File: src/core/prr_pkg.sv
// Shared constants and types for the packet retry recovery block.
// Assumes a single port logic clock and an APB register slave.

package prr_pkg;

	// ==========================================================
	// Register map, byte addresses on the APB.
	localparam logic [11:0] PRR_OFS_CTRL = 12'h000; // Port enables.
	localparam logic [11:0] PRR_OFS_STATUS = 12'h004; // Machine states and status bits.
	localparam logic [11:0] PRR_OFS_ACKID = 12'h008; // AckID views.
	localparam logic [11:0] PRR_OFS_COUNT = 12'h00C; // Retry counters, write clears.

	// ==========================================================
	// Field positions.
	localparam int PRR_CTRL_IN_EN = 0; // Input port enable bit.
	localparam int PRR_CTRL_OUT_EN = 1; // Output port enable bit.
	localparam int PRR_ST_IN_LSB = 0; // Input machine state, two bits.
	localparam int PRR_ST_OUT_LSB = 2; // Output machine state, two bits.
	localparam int PRR_ST_NORMAL = 4; // Normal-operation status.
	localparam int PRR_ST_IN_RSTOP = 5; // Input retry-stopped status.
	localparam int PRR_ST_OUT_RSTOP = 6; // Output retry-stopped status.
	localparam int PRR_ACK_EXP_LSB = 0; // Expected ackID.
	localparam int PRR_ACK_NEXT_LSB = 8; // Next ackID to transmit.
	localparam int PRR_ACK_OLD_LSB = 16; // Oldest unacknowledged ackID.
	localparam int PRR_ACK_RET_LSB = 24; // AckID returned by the last retry.
	localparam int PRR_CNT_OUT_LSB = 16; // Output retry count half.

	// ==========================================================
	// Reset values and widths.
	localparam logic [1:0] PRR_CTRL_RST = 2'h0; // Both ports disabled.
	localparam int PRR_ACKID_W = 6; // AckID width on the link.
	localparam logic [PRR_ACKID_W-1:0] PRR_ACKID_RST = 6'h00; // AckID reset.

	// ==========================================================
	// Control symbol kinds seen on the link.
	typedef enum logic [2:0] {
		PRR_SYM_ACCEPTED = 3'h0, // Packet accepted.
		PRR_SYM_RETRY = 3'h1, // Packet retry.
		PRR_SYM_NOT_ACC = 3'h2, // Packet not accepted.
		PRR_SYM_RESTART_RETRY = 3'h3, // Restart from retry.
		PRR_SYM_LINKREQ_RESTART = 3'h4, // Link request, restart from error.
		PRR_SYM_OTHER = 3'h7 // Anything else.
	} prr_sym_kind_t;

	// A received control symbol.
	typedef struct packed {
		logic valid; // Symbol present this cycle.
		logic err_free; // Symbol passed its checks.
		prr_sym_kind_t kind; // Symbol kind.
		logic [PRR_ACKID_W-1:0] ackid; // Carried ackID.
	} prr_sym_t;

	// Input machine states, Gray along the path.
	typedef enum logic [1:0] {
		PRR_IN_DIS = 2'h0,
		PRR_IN_WAIT = 2'h1,
		PRR_IN_STOP = 2'h3,
		PRR_IN_RSTOP = 2'h2
	} prr_in_st_t;

	// Output machine states, Gray along the path.
	typedef enum logic [1:0] {
		PRR_OUT_DIS = 2'h0,
		PRR_OUT_WAIT = 2'h1,
		PRR_OUT_STOP = 2'h3,
		PRR_OUT_REC = 2'h2
	} prr_out_st_t;

endpackage

File: src/core/prr_core.sv
// Packet retry recovery machines for one link port, with APB registers.
// Assumes link events come from port logic on pclk, so no synchronisers.
//
// What this block does
// RL1 - Input machine disabled after reset until enabled.
// RL2 - Input enable moves disabled to waiting.
// RL3 - Input disable returns waiting to disabled.
// RL4 - Unacceptable packet enters stop-input.
// RL5 - Send retry with expected ackID, drop packet.
// RL6 - Stop-input clears normal, sets input retry-stopped.
// RL7 - Stop-input done advances to retry-stopped.
// RL8 - Retry-stopped discards packets, holds expected ackID.
// RL9 - Restart or input error leaves retry-stopped.
// RL10 - Input error hands over to error recovery.
// RL11 - Output machine disabled until output enabled.
// RL12 - Only error-free retry symbol starts stop-output.
// RL13 - Stop-output clears normal, halts new packets.
// RL14 - Stop procedure done advances to recover.
// RL15 - Recover retransmits from the returned ackID.
// RL16 - Recover updates scoreboard, restores normal status.
// RL17 - Recover sends restart-from-retry symbol.
// RL18 - Output error in recover hands over.
// RL19 - Retransmission begun returns to waiting.
// RL20 - States held in reset-forced registers.

`timescale 1ns/1ps
`default_nettype none

module prr_core import prr_pkg::*; #(
	parameter int CNT_W = 16 // Width of each retry counter.
) (
	input wire logic pclk, // Port logic clock, 25 MHz.
	input wire logic presetn, // Asynchronous reset, active low.
	input wire logic psel, // APB select.
	input wire logic penable, // APB enable.
	input wire logic pwrite, // APB write.
	input wire logic [11:0] paddr, // APB byte address.
	input wire logic [31:0] pwdata, // APB write data.
	output logic [31:0] prdata, // APB read data.
	output logic pready, // APB ready.
	output logic pslverr, // APB error for unmapped address.
	input wire logic link_init_done, // Link initialisation complete.
	input wire prr_sym_t rx_sym, // Received control symbol.
	input wire logic rx_pkt_valid, // Incoming packet start.
	input wire logic rx_no_buffer, // Packet cannot be accepted now.
	input wire logic in_port_err, // Input port error detected.
	input wire logic out_port_err, // Output port error detected.
	input wire logic retry_sym_taken, // Retry symbol taken by transmitter.
	input wire logic tx_idle, // No packet transmission in progress.
	input wire logic tx_pkt_sent, // A packet was sent with next ackID.
	input wire logic tx_resumed, // Retransmission has begun.
	output logic send_retry, // Request to send a packet-retry symbol.
	output logic [PRR_ACKID_W-1:0] retry_ackid, // AckID carried by it.
	output logic pkt_accept_ff, // Packet accepted pulse.
	output logic pkt_drop_ff, // Packet dropped pulse.
	output logic in_err_handoff_ff, // Hand-over to input error recovery.
	output logic tx_hold, // Do not start new packets.
	output logic tx_rewind, // Rewind transmit pointer pulse.
	output logic [PRR_ACKID_W-1:0] tx_rewind_ackid, // Where to restart.
	output logic send_restart, // Send a restart-from-retry symbol.
	output logic out_err_handoff_ff, // Hand-over to output error recovery.
	output logic [PRR_ACKID_W-1:0] tx_next_ackid // Next ackID to assign.
);

	// ==========================================================
	// Parameter checks.
	if (CNT_W < 1 || CNT_W > 16) begin : g_bad_cnt
		$error("CNT_W must be between 1 and 16.");
	end

	// ==========================================================
	// State and status registers.
	logic [1:0] ctrl_ff; // Software port enables.
	prr_in_st_t in_st_ff; // Input retry machine.
	prr_out_st_t out_st_ff; // Output retry machine.
	logic port_normal_ff; // Normal-operation status.
	logic in_rstop_ff; // Input retry-stopped status.
	logic out_rstop_ff; // Output retry-stopped status.
	logic [PRR_ACKID_W-1:0] exp_ackid_ff; // Next expected inbound ackID.
	logic [PRR_ACKID_W-1:0] ret_ackid_ff; // AckID from last retry symbol.
	logic [PRR_ACKID_W-1:0] tx_next_ff; // Next outbound ackID.
	logic [PRR_ACKID_W-1:0] tx_old_ff; // Oldest outstanding ackID.
	logic rec_step_ff; // Recover has done its rewind.
	logic [CNT_W-1:0] in_cnt_ff; // Input retries issued.
	logic [CNT_W-1:0] out_cnt_ff; // Output retries received.
	logic [31:0] prdata_ff; // Registered read data.
	logic pslverr_ff; // Registered error answer.

	// ==========================================================
	// Decoded events.
	logic in_enable; // Input port enabled.
	logic out_enable; // Output port enabled.
	logic sym_ok; // Valid, error-free symbol this cycle.
	logic got_retry; // Error-free packet-retry received.
	logic got_restart; // Restart that ends retry-stopped.
	logic got_pna; // Packet-not-accepted received.
	logic got_acc; // Packet-accepted received.
	logic in_exit; // Retry-stopped exit condition.
	logic out_fail; // Output error during recover.
	logic in_enter_stop; // Input machine enters stop-input.
	logic apb_wr; // APB write access phase.
	logic apb_rd; // APB read setup phase.
	logic addr_hit; // Address is mapped.

	// Enables are gated by link initialisation so software cannot jump ahead.
	assign in_enable = ctrl_ff[PRR_CTRL_IN_EN] & link_init_done; // RL1
	assign out_enable = ctrl_ff[PRR_CTRL_OUT_EN] & link_init_done; // RL11
	assign sym_ok = rx_sym.valid & rx_sym.err_free;
	assign got_retry = sym_ok & (rx_sym.kind == PRR_SYM_RETRY); // RL12
	assign got_restart = sym_ok & ((rx_sym.kind == PRR_SYM_RESTART_RETRY) |
		(rx_sym.kind == PRR_SYM_LINKREQ_RESTART));
	assign got_pna = sym_ok & (rx_sym.kind == PRR_SYM_NOT_ACC);
	assign got_acc = sym_ok & (rx_sym.kind == PRR_SYM_ACCEPTED);
	assign in_exit = got_restart | in_port_err; // RL9
	assign out_fail = got_pna | out_port_err; // RL18
	assign in_enter_stop = (in_st_ff == PRR_IN_WAIT) & in_enable & rx_pkt_valid & rx_no_buffer; // RL4

	// ==========================================================
	// Input retry machine.
	// Disabling only takes effect from the waiting state, so a stop in
	// progress always completes its handshake with the partner.
	always_ff @(posedge pclk or negedge presetn) begin
		if (!presetn) begin
			in_st_ff <= PRR_IN_DIS; // RL20
		end else begin
			unique case (in_st_ff)
				PRR_IN_DIS: begin
					if (in_enable) begin
						in_st_ff <= PRR_IN_WAIT; // RL2
					end
				end
				PRR_IN_WAIT: begin
					if (!in_enable) begin
						in_st_ff <= PRR_IN_DIS; // RL3
					end else if (in_enter_stop) begin
						in_st_ff <= PRR_IN_STOP; // RL4
					end
				end
				PRR_IN_STOP: begin
					if (retry_sym_taken) begin
						in_st_ff <= PRR_IN_RSTOP; // RL7
					end
				end
				PRR_IN_RSTOP: begin
					if (in_exit) begin
						in_st_ff <= PRR_IN_WAIT; // RL9
					end
				end
			endcase
		end
	end

	// The retry request stands until the transmitter takes it.
	assign send_retry = (in_st_ff == PRR_IN_STOP); // RL5
	assign retry_ackid = exp_ackid_ff; // RL5

	// ==========================================================
	// Inbound packet disposition and expected ackID.
	always_ff @(posedge pclk or negedge presetn) begin
		if (!presetn) begin
			exp_ackid_ff <= PRR_ACKID_RST;
			pkt_accept_ff <= 1'b0;
			pkt_drop_ff <= 1'b0;
		end else begin
			pkt_accept_ff <= 1'b0;
			pkt_drop_ff <= 1'b0;
			if (rx_pkt_valid) begin
				if (in_st_ff == PRR_IN_WAIT && in_enable && !rx_no_buffer) begin
					pkt_accept_ff <= 1'b1;
					exp_ackid_ff <= exp_ackid_ff + 1'b1;
				end else begin
					// Refused and stopped packets leave the ackID alone.
					pkt_drop_ff <= 1'b1; // RL5 RL8
				end
			end
		end
	end

	// An input error while stopped for retry goes to error recovery.
	always_ff @(posedge pclk or negedge presetn) begin
		if (!presetn) begin
			in_err_handoff_ff <= 1'b0;
		end else begin
			in_err_handoff_ff <= (in_st_ff == PRR_IN_RSTOP) & in_port_err; // RL10
		end
	end

	// ==========================================================
	// Output retry machine.
	always_ff @(posedge pclk or negedge presetn) begin
		if (!presetn) begin
			out_st_ff <= PRR_OUT_DIS; // RL20
		end else begin
			unique case (out_st_ff)
				PRR_OUT_DIS: begin
					if (out_enable) begin
						out_st_ff <= PRR_OUT_WAIT; // RL11
					end
				end
				PRR_OUT_WAIT: begin
					if (!out_enable) begin
						out_st_ff <= PRR_OUT_DIS; // RL11
					end else if (got_retry) begin
						out_st_ff <= PRR_OUT_STOP; // RL12
					end
				end
				PRR_OUT_STOP: begin
					if (tx_idle) begin
						out_st_ff <= PRR_OUT_REC; // RL14
					end
				end
				PRR_OUT_REC: begin
					if (out_fail) begin
						out_st_ff <= PRR_OUT_WAIT; // RL18
					end else if (rec_step_ff && tx_resumed) begin
						out_st_ff <= PRR_OUT_WAIT; // RL19
					end
				end
			endcase
		end
	end

	// Recover rewinds once on its first cycle, then waits for retransmission to begin.
	always_ff @(posedge pclk or negedge presetn) begin
		if (!presetn) begin
			rec_step_ff <= 1'b0;
		end else begin
			rec_step_ff <= (out_st_ff == PRR_OUT_REC) & !out_fail;
		end
	end

	// New packets stay held until the rewind has been issued.
	assign tx_hold = (out_st_ff == PRR_OUT_STOP) | ((out_st_ff == PRR_OUT_REC) & !rec_step_ff); // RL13
	assign tx_rewind = (out_st_ff == PRR_OUT_REC) & !rec_step_ff & !out_fail; // RL15
	assign tx_rewind_ackid = ret_ackid_ff; // RL15
	assign send_restart = tx_rewind; // RL17
	assign tx_next_ackid = tx_next_ff;

	// Hand-over pulse to the output error recovery machine.
	always_ff @(posedge pclk or negedge presetn) begin
		if (!presetn) begin
			out_err_handoff_ff <= 1'b0;
		end else begin
			out_err_handoff_ff <= (out_st_ff == PRR_OUT_REC) & out_fail; // RL18
		end
	end

	// ==========================================================
	// Outstanding ackID scoreboard.
	// Packets before the returned ackID count as accepted at rewind.
	always_ff @(posedge pclk or negedge presetn) begin
		if (!presetn) begin
			ret_ackid_ff <= PRR_ACKID_RST;
			tx_next_ff <= PRR_ACKID_RST;
			tx_old_ff <= PRR_ACKID_RST;
		end else begin
			if (out_st_ff == PRR_OUT_WAIT && out_enable && got_retry) begin
				ret_ackid_ff <= rx_sym.ackid;
			end
			if (tx_rewind) begin
				tx_next_ff <= ret_ackid_ff; // RL16
				tx_old_ff <= ret_ackid_ff; // RL16
			end else begin
				if (tx_pkt_sent) begin
					tx_next_ff <= tx_next_ff + 1'b1;
				end
				if (got_acc && tx_old_ff != tx_next_ff) begin
					tx_old_ff <= tx_old_ff + 1'b1;
				end
			end
		end
	end

	// ==========================================================
	// Port status bits. Stop entry wins over restoring normal.
	always_ff @(posedge pclk or negedge presetn) begin
		if (!presetn) begin
			in_rstop_ff <= 1'b0;
		end else if (in_enter_stop) begin
			in_rstop_ff <= 1'b1; // RL6
		end else if (in_st_ff == PRR_IN_RSTOP && in_exit) begin
			in_rstop_ff <= 1'b0; // RL9
		end
	end

	always_ff @(posedge pclk or negedge presetn) begin
		if (!presetn) begin
			out_rstop_ff <= 1'b0;
		end else if (out_st_ff == PRR_OUT_WAIT && out_enable && got_retry) begin
			out_rstop_ff <= 1'b1; // RL13
		end else if (tx_rewind) begin
			out_rstop_ff <= 1'b0; // RL16
		end
	end

	// Normal is raised when a port first comes up or a stop ends.
	always_ff @(posedge pclk or negedge presetn) begin
		if (!presetn) begin
			port_normal_ff <= 1'b0;
		end else if (in_enter_stop || (out_st_ff == PRR_OUT_WAIT && out_enable && got_retry)) begin
			port_normal_ff <= 1'b0; // RL6 RL13
		end else if ((in_st_ff == PRR_IN_RSTOP && in_exit) || tx_rewind) begin
			port_normal_ff <= 1'b1; // RL9 RL16
		end else if ((in_st_ff == PRR_IN_DIS && in_enable) || (out_st_ff == PRR_OUT_DIS && out_enable)) begin
			port_normal_ff <= 1'b1;
		end
	end

	// ==========================================================
	// Retry counters, saturating. A counting event beats a clear.
	always_ff @(posedge pclk or negedge presetn) begin
		if (!presetn) begin
			in_cnt_ff <= '0;
		end else if (in_enter_stop) begin
			if (in_cnt_ff != '1) begin
				in_cnt_ff <= in_cnt_ff + 1'b1;
			end
		end else if (apb_wr && paddr == PRR_OFS_COUNT) begin
			in_cnt_ff <= '0;
		end
	end

	always_ff @(posedge pclk or negedge presetn) begin
		if (!presetn) begin
			out_cnt_ff <= '0;
		end else if (out_st_ff == PRR_OUT_WAIT && out_enable && got_retry) begin
			if (out_cnt_ff != '1) begin
				out_cnt_ff <= out_cnt_ff + 1'b1;
			end
		end else if (apb_wr && paddr == PRR_OFS_COUNT) begin
			out_cnt_ff <= '0;
		end
	end

	// ==========================================================
	// APB slave: zero wait states, read data from flip-flops.
	assign apb_wr = psel & penable & pwrite;
	assign apb_rd = psel & !penable & !pwrite;
	assign addr_hit = (paddr == PRR_OFS_CTRL) | (paddr == PRR_OFS_STATUS) |
		(paddr == PRR_OFS_ACKID) | (paddr == PRR_OFS_COUNT);
	assign pready = 1'b1;
	assign prdata = prdata_ff;
	assign pslverr = pslverr_ff & psel & penable;

	// Control register write.
	always_ff @(posedge pclk or negedge presetn) begin
		if (!presetn) begin
			ctrl_ff <= PRR_CTRL_RST;
		end else if (apb_wr && paddr == PRR_OFS_CTRL) begin
			ctrl_ff <= pwdata[1:0];
		end
	end

	// Read data is captured in the setup cycle so the access phase shows it.
	always_ff @(posedge pclk or negedge presetn) begin
		if (!presetn) begin
			prdata_ff <= 32'h00000000;
			pslverr_ff <= 1'b0;
		end else if (psel && !penable) begin
			pslverr_ff <= !addr_hit;
			prdata_ff <= 32'h00000000;
			if (apb_rd) begin
				unique case (paddr)
					PRR_OFS_CTRL: prdata_ff[1:0] <= ctrl_ff;
					PRR_OFS_STATUS: begin
						prdata_ff[PRR_ST_IN_LSB +: 2] <= in_st_ff;
						prdata_ff[PRR_ST_OUT_LSB +: 2] <= out_st_ff;
						prdata_ff[PRR_ST_NORMAL] <= port_normal_ff;
						prdata_ff[PRR_ST_IN_RSTOP] <= in_rstop_ff;
						prdata_ff[PRR_ST_OUT_RSTOP] <= out_rstop_ff;
					end
					PRR_OFS_ACKID: begin
						prdata_ff[PRR_ACK_EXP_LSB +: PRR_ACKID_W] <= exp_ackid_ff;
						prdata_ff[PRR_ACK_NEXT_LSB +: PRR_ACKID_W] <= tx_next_ff;
						prdata_ff[PRR_ACK_OLD_LSB +: PRR_ACKID_W] <= tx_old_ff;
						prdata_ff[PRR_ACK_RET_LSB +: PRR_ACKID_W] <= ret_ackid_ff;
					end
					PRR_OFS_COUNT: begin
						prdata_ff[0 +: CNT_W] <= in_cnt_ff;
						prdata_ff[PRR_CNT_OUT_LSB +: CNT_W] <= out_cnt_ff;
					end
					default: prdata_ff <= 32'h00000000;
				endcase
			end
		end
	end
endmodule

`default_nettype wire

File: config.mk
export PLATFORM = sky130hd
export DESIGN_NAME = prr_core
export DESIGN_NICKNAME = d
export VERILOG_FILES = /design/src/core/prr_pkg.sv /design/src/core/prr_core.sv
export SDC_FILE = /design/constraint.sdc
export NUM_CORES = 1
export LEC_CHECK = 0
export ABC_CLOCK_PERIOD_IN_PS = 5700
export BUFFER_PORTS_ARGS = -buffer_cell sky130_fd_sc_hd__buf_4
export CAP_MARGIN = 20
export CORE_MARGIN = 2
export CORE_UTILIZATION = 48
export CTS_CLUSTER_DIAMETER = 30
export DETAILED_ROUTE_END_ITERATION = 10
export PLACE_DENSITY = 0.73
export SLEW_MARGIN = 20
export SYNTH_ARGS = -nofsm -noshare
export SYNTH_HDL_FRONTEND = slang
export SYNTH_SLANG_ARGS = --single-unit
File: constraint.sdc
create_clock -name pclk -period 5.7 [get_ports pclk]
set_clock_uncertainty 0.2 [all_clocks]
set_input_delay 0.57 -clock pclk [delete_from_list [all_inputs] [get_ports pclk]]
set_output_delay 0.57 -clock pclk [all_outputs]
set_load 0.01 [all_outputs]
Word level (Yosys, flattened, before mapping)
Cells that the tools add are included.

word-level totals
  register bits after elaboration = 103
  bits in latches = 0
  bits in writable memories = 0
  bits in read-only memories = 0
  bits of input ports = 69
  output and inout port bits = 60
  memories = 0

operators by class
  add/subtract/negate cells = 5
  $mul = 0
  divide/modulo/power cells = 0
  $lt $le $gt $ge = 0
  equal/unequal tests = 26
  shift operators = 0
  mux-type cells = 44
  bitwise logic cells = 28
  reductions and logical operators = 37

operators with widths
  operator                                                          number
  16-bit 2-to-1 mux                                                 5
  6-bit one-hot mux with 2 select lines                             3
  16-bit by 1-bit adder with 16-bit output, second input constant   2
  32-bit 2-to-1 mux                                                 1
  16-bit inequality test, second input constant                     2
  2-bit 2-to-1 mux                                                  14
  12-bit by 4-bit == test with 1-bit output, second input constant  2
  6-bit 2-to-1 mux                                                  4
  2-bit one-hot mux with 4 select lines                             3
  1-bit bitwise AND                                                 21
  6-bit by 1-bit adder with 6-bit output, second input constant     3
  12-bit by 3-bit == test with 1-bit output, second input constant  1
  1-bit logical AND                                                 12
  12-bit zero test                                                  1
  1-bit 2-to-1 mux                                                  12
  4-bit one-hot mux with 3 select lines                             1
  2-bit nonzero test                                                6
  2-bit inequality test, second input constant                      5
  3-bit inequality test, second input constant                      3
  2-bit == test, second input constant                              4
  4-bit AND reduction                                               2
  1-bit bitwise OR                                                  7
  3-bit by 2-bit == test with 1-bit output, second input constant   2
  1-bit zero test                                                   6
  other kinds (11)                                                  18

Depth between registers and ports, before layout
  word-level depth = 8
  gate-level depth with buffers = 7
  mapped depth without buffers = 6

Least setup slack after synthesis
OpenSTA, ideal clock, no wires.

  path type = input to register
  start point = input port paddr[7]
  end point = register out_cnt_ff[3]
  arrival = 1.843 ns
  path slack = 3.533 ns
  stages on the path = 5
  path buffers = 0
  cells stage by stage = nor4_2 > nand4_2 > nor3_4 > nor2_2 > a211o_1

between the ends
  cells in the longest elaborated chain, start to end = 4

ends and longest elaborated chain
  element                                    line             text
  start, declared                            prr_core.sv:37   input wire logic [11:0] paddr,
  12-bit by 4-bit == test with 1-bit output  prr_core.sv:330  end else if (apb_wr && paddr == PRR_OFS_COUNT) begin
  1-bit logical AND                          prr_core.sv:330
  2-bit nonzero test (no line)               --
  2-bit AND reduction (no line)              --
  end signal, assigned                       prr_core.sv:328  out_cnt_ff <= out_cnt_ff + 1'b1;
  end, declared                              prr_core.sv:85   logic [CNT_W-1:0] out_cnt_ff;

No other way between the ends.
A chain may end at the register's enable or synchronous reset.

Worst setup path after layout
  start point = register out_st_ff[1]
  end point = output port tx_rewind

between the ends
  cells in the longest elaborated chain, start to end = 3

ends and longest elaborated chain
  element                          line             text
  start, declared                  prr_core.sv:75   prr_out_st_t out_st_ff;
  start signal, assigned           prr_core.sv:192  out_st_ff <= PRR_OUT_DIS;
  start signal, assigned           prr_core.sv:197  out_st_ff <= PRR_OUT_WAIT;
  start signal, assigned           prr_core.sv:202  out_st_ff <= PRR_OUT_DIS;
  2-bit == test                    prr_core.sv:234  assign tx_rewind = (out_st_ff == PRR_OUT_REC) & !rec_step_ff & !out_fail;
  1-bit bitwise AND (2 in series)  prr_core.sv:234
  end, declared                    prr_core.sv:58   output logic tx_rewind,

No other way between the ends.

==> metrics.md <==
| Metric | Value |
|---|---|
| Setup WS pre-CTS | `2750 ps` |
| Hold Path Stages | `2` |
| Final Power | `around 1600 uW` |
| CTS tree | `yes` |
| Bufs and invs on worst path | `2` |
| Simple-Gate Fraction of Synth Area | `0.237` |
| Stages on worst setup path | `5` |
| Synth top area share | `0.486` |
| Reg clk slew, reported paths | `about 90 ps` |
| Slowest-stage cell, CP | `dfrtp_1` |
| Kind of critical path | `register to primary output` |
| GRT Total Usage | `0.234` |
| Synth Area in XOR/XNOR | `0.0412` |
| Mapped Nets | `slightly above 600` |
| Multiplexer share of the synthesized area | `0.0504` |
| Combinational family with the most area after synthesis | `simple AND/OR/NAND/NOR gates` |
| DR WL/cell | `17.2 um` |
| CTS sink cnt | `103` |
| Largest net degree at the start of global routing | `67` |
| Cts bufs inserted | `9` |
| Number of enable flip-flop cells after synthesis | `0` |
| Global-route wire length before repair | `between 20000 and 25000 um` |
| Post-CTS sizing | `0` |
| Hold slack | `165 ps` |
| Post-synth cell types | `66` |
| Final period util | `0.549` |
| Most common cell in the netlist | `dfrtp_1` |
| Critical Path Fanout Max | `20` |
| Syn Std Cell Area | `5310 um^2` |
| Nets | `698` |
| Commonest cells in the netlist | `dfrtp_1, nand2_1, o21ai_0` |
| Routed WL | `roughly 13000 um` |
| Worst Hold Path EP | `rec_step_ff` |
| Clk root buf | `clkbuf_8` |
| CP Launch Type | `register` |
| GP Congestion | `0.873` |
| RR Startpoint | `out_st_ff[1]` |
| Finished Core Util | `0.588` |
| Status | `completed` |
| Worst min-delay path class | `primary input to register` |
| DRC errors left | `0` |
| I/O Buffers | `97` |
| YS warnings | `0` |
| Boundary pin count | `129` |
| Flops & latches, synth | `103` |
| Delay-heaviest family, CP | `simple AND/OR/NAND/NOR gates` |
| Synth Area in Adders | `0.0118` |
| Antenna-violating nets left | `0` |
| Power density cells | `253 nW/um^2` |
| Synth area leaders | `dfrtp_1, nand2_1, o21ai_0, a22oi_1, xnor2_1` |
| Register area share after synthesis | `0.486` |
| Worst R2R Setup Slack | `2960 ps` |
| Tmin final | `3130 ps` |
| Worst reg2reg path depth | `5` |
| Layout area overhead | `19.5%` |
| Final worst slack | `approximately 2600 ps` |
| Dominant cell type by area after synthesis | `dfrtp_1` |
| CP max stage delay | `490 ps` |
| Vias post-DR | `4530` |
| Syn avg cell area | `9.90 um^2` |
| Final hold viol count | `0` |
| Slew Viols, Final | `0` |
| Main flop type after synthesis | `dfrtp_1` |
| Initial Util | `0.492` |
| Die Width | `109 um` |
| CTS max path bufs | `2` |
| HP Start | `out_port_err` |
| GRT overflow | `0` |
| CP required | `4930 ps` |
| Max Cap Viol | `0` |
| H-tree levels | `3` |
| Max VDD drop | `~0.15 mV` |
| Drt first pass iters | `5` |
| Share of cells above drive strength 1 | `0.242` |
| TNS Setup | `0 ps` |
| Leakage | `0.00292 uW` |
| Synth Instances | `between 500 and 600` |
| Clk_lat worst skew | `about 380 ps` |
| Number of DRC markers in iteration 0 | `373` |
| Vias per cell | `5.89` |
| Die Y | `109 um` |
| Reg2reg end | `out_cnt_ff[7]` |
| RSZ-0062 raised after global routing | `false` |
| Initial antenna violation count | `0` |
| Synth Area in Compound Gates | `0.144` |
| Ys async rst share | `1.00` |
| Max Fclk | `about 320 MHz` |
| Core footprint | `10800 um^2` |
| Worst Setup End Kind | `primary output` |
| Vias in the first global route | `4256` |
| Crit-path cells | `or2b_1, a211oi_2, nand2b_1, inv_1, buf_4` |
| Critical path arrival | `2360 ps` |
| Die footprint | `around 12000 um^2` |
| HPWL after DPL | `9440 um` |
| Core Rows | `38` |
| Slew headroom | `0.374` |
| Antenna diode count | `0` |
| Worst slew pin tran | `931 ps` |
| Final setup violation count | `0` |
layer usage:
metal | up-vias | GRT usage | routed length (um)
met1 | 2237 | 0.321 | 5730
met2 | 157 | 0.373 | 6470
li1 | 2112 | - | -
met3 | 24 | 0.0377 | 778
met4 | 0 | 0.0916 | 256
met5 | - | 0 | 0
metrics by stage:
step	instance area, um^2	std cells
2_1_floorplan	5310	536
3_3_place_gp	6100	752
3_5_place_dp	6100	752
4_1_cts	6340	769
5_1_grt	6340	769
6_report	6340	769
registers in the layout, indices dropped and copies added (netlist names), 6 cells and up:
| signal | flops |
|---|---|
| retry_ackid | 6 |
| tx_next_ackid | 6 |
| tx_rewind_ackid | 6 |
| tx_old_ff | 6 |
| in_cnt_ff | 16 |
| prdata | 32 |
| out_cnt_ff | 16 |
cells by family after synthesis:
family                     Yosys count
and+or+nand+nor                    231
AOI/OAI and AO/OA                  118
DFF                                103
buffers and inverters               30
xor gates and xnor gates            25
muxes                               23
adders and majority gates            5
other                                1
cell usage in the layout, fill, tap and decap left out, drive strengths merged, types with 3 or more instances in the layout:
| cell | n |
|---|---|
| or3 | 6 |
| mux2i | 11 |
| mux2 | 10 |
| o211ai | 4 |
| and2 | 5 |
| o31ai | 5 |
| nand4 | 11 |
| nor3 | 13 |
| or2 | 3 |
| o21ai | 42 |
| xor2 | 7 |
| inv | 7 |
| nor2b | 3 |
| a311oi | 3 |
| bufinv | 3 |
| nand2b | 7 |
| a211oi | 4 |
| nor4 | 8 |
| a22oi | 22 |
| a31oi | 7 |
| and4 | 6 |
| a21oi | 17 |
| buf | 99 |
| nand2 | 91 |
| ha | 5 |
| clkinv | 3 |
| nand3 | 24 |
| a211o | 4 |
| nor2 | 33 |
| xnor2 | 18 |
| clkbuf | 10 |
| dfrtp | 103 |
| and3 | 10 |
worst max path at each step:
stage                            start            end  slack [ps]
after floorplan               paddr[7]  out_cnt_ff[3]        3530
after detailed placement     rx_sym[8]      tx_rewind        2750
after global placement       rx_sym[8]      tx_rewind        2800
final                     out_st_ff[1]      tx_rewind        2570
after global routing      out_st_ff[1]   send_restart        2400
after CTS                 out_st_ff[1]      tx_rewind        2570
report_power, final:
part           internal, uW  switching, uW
Clock                   291            254
Sequential              766           69.7
Combinational           116            106
Total                  1170            430
area by class of cell:
class	count	area [um^2]
Sequential cell	103	2580
Clock inverter	6	109
Fill cell	927	4450
Tap cell	140	175
Clock buffer	10	128
Timing Repair Buffer	100	753
Inverter	7	26.3
Multi-Input combinational cell	403	2580
repair_timing:
action	in CTS	in global routing
hold buffers	1	0
hold endpoints to repair	37	0
setup buffers	0	0
Note: power is estimated with default switching activity, not from simulation.
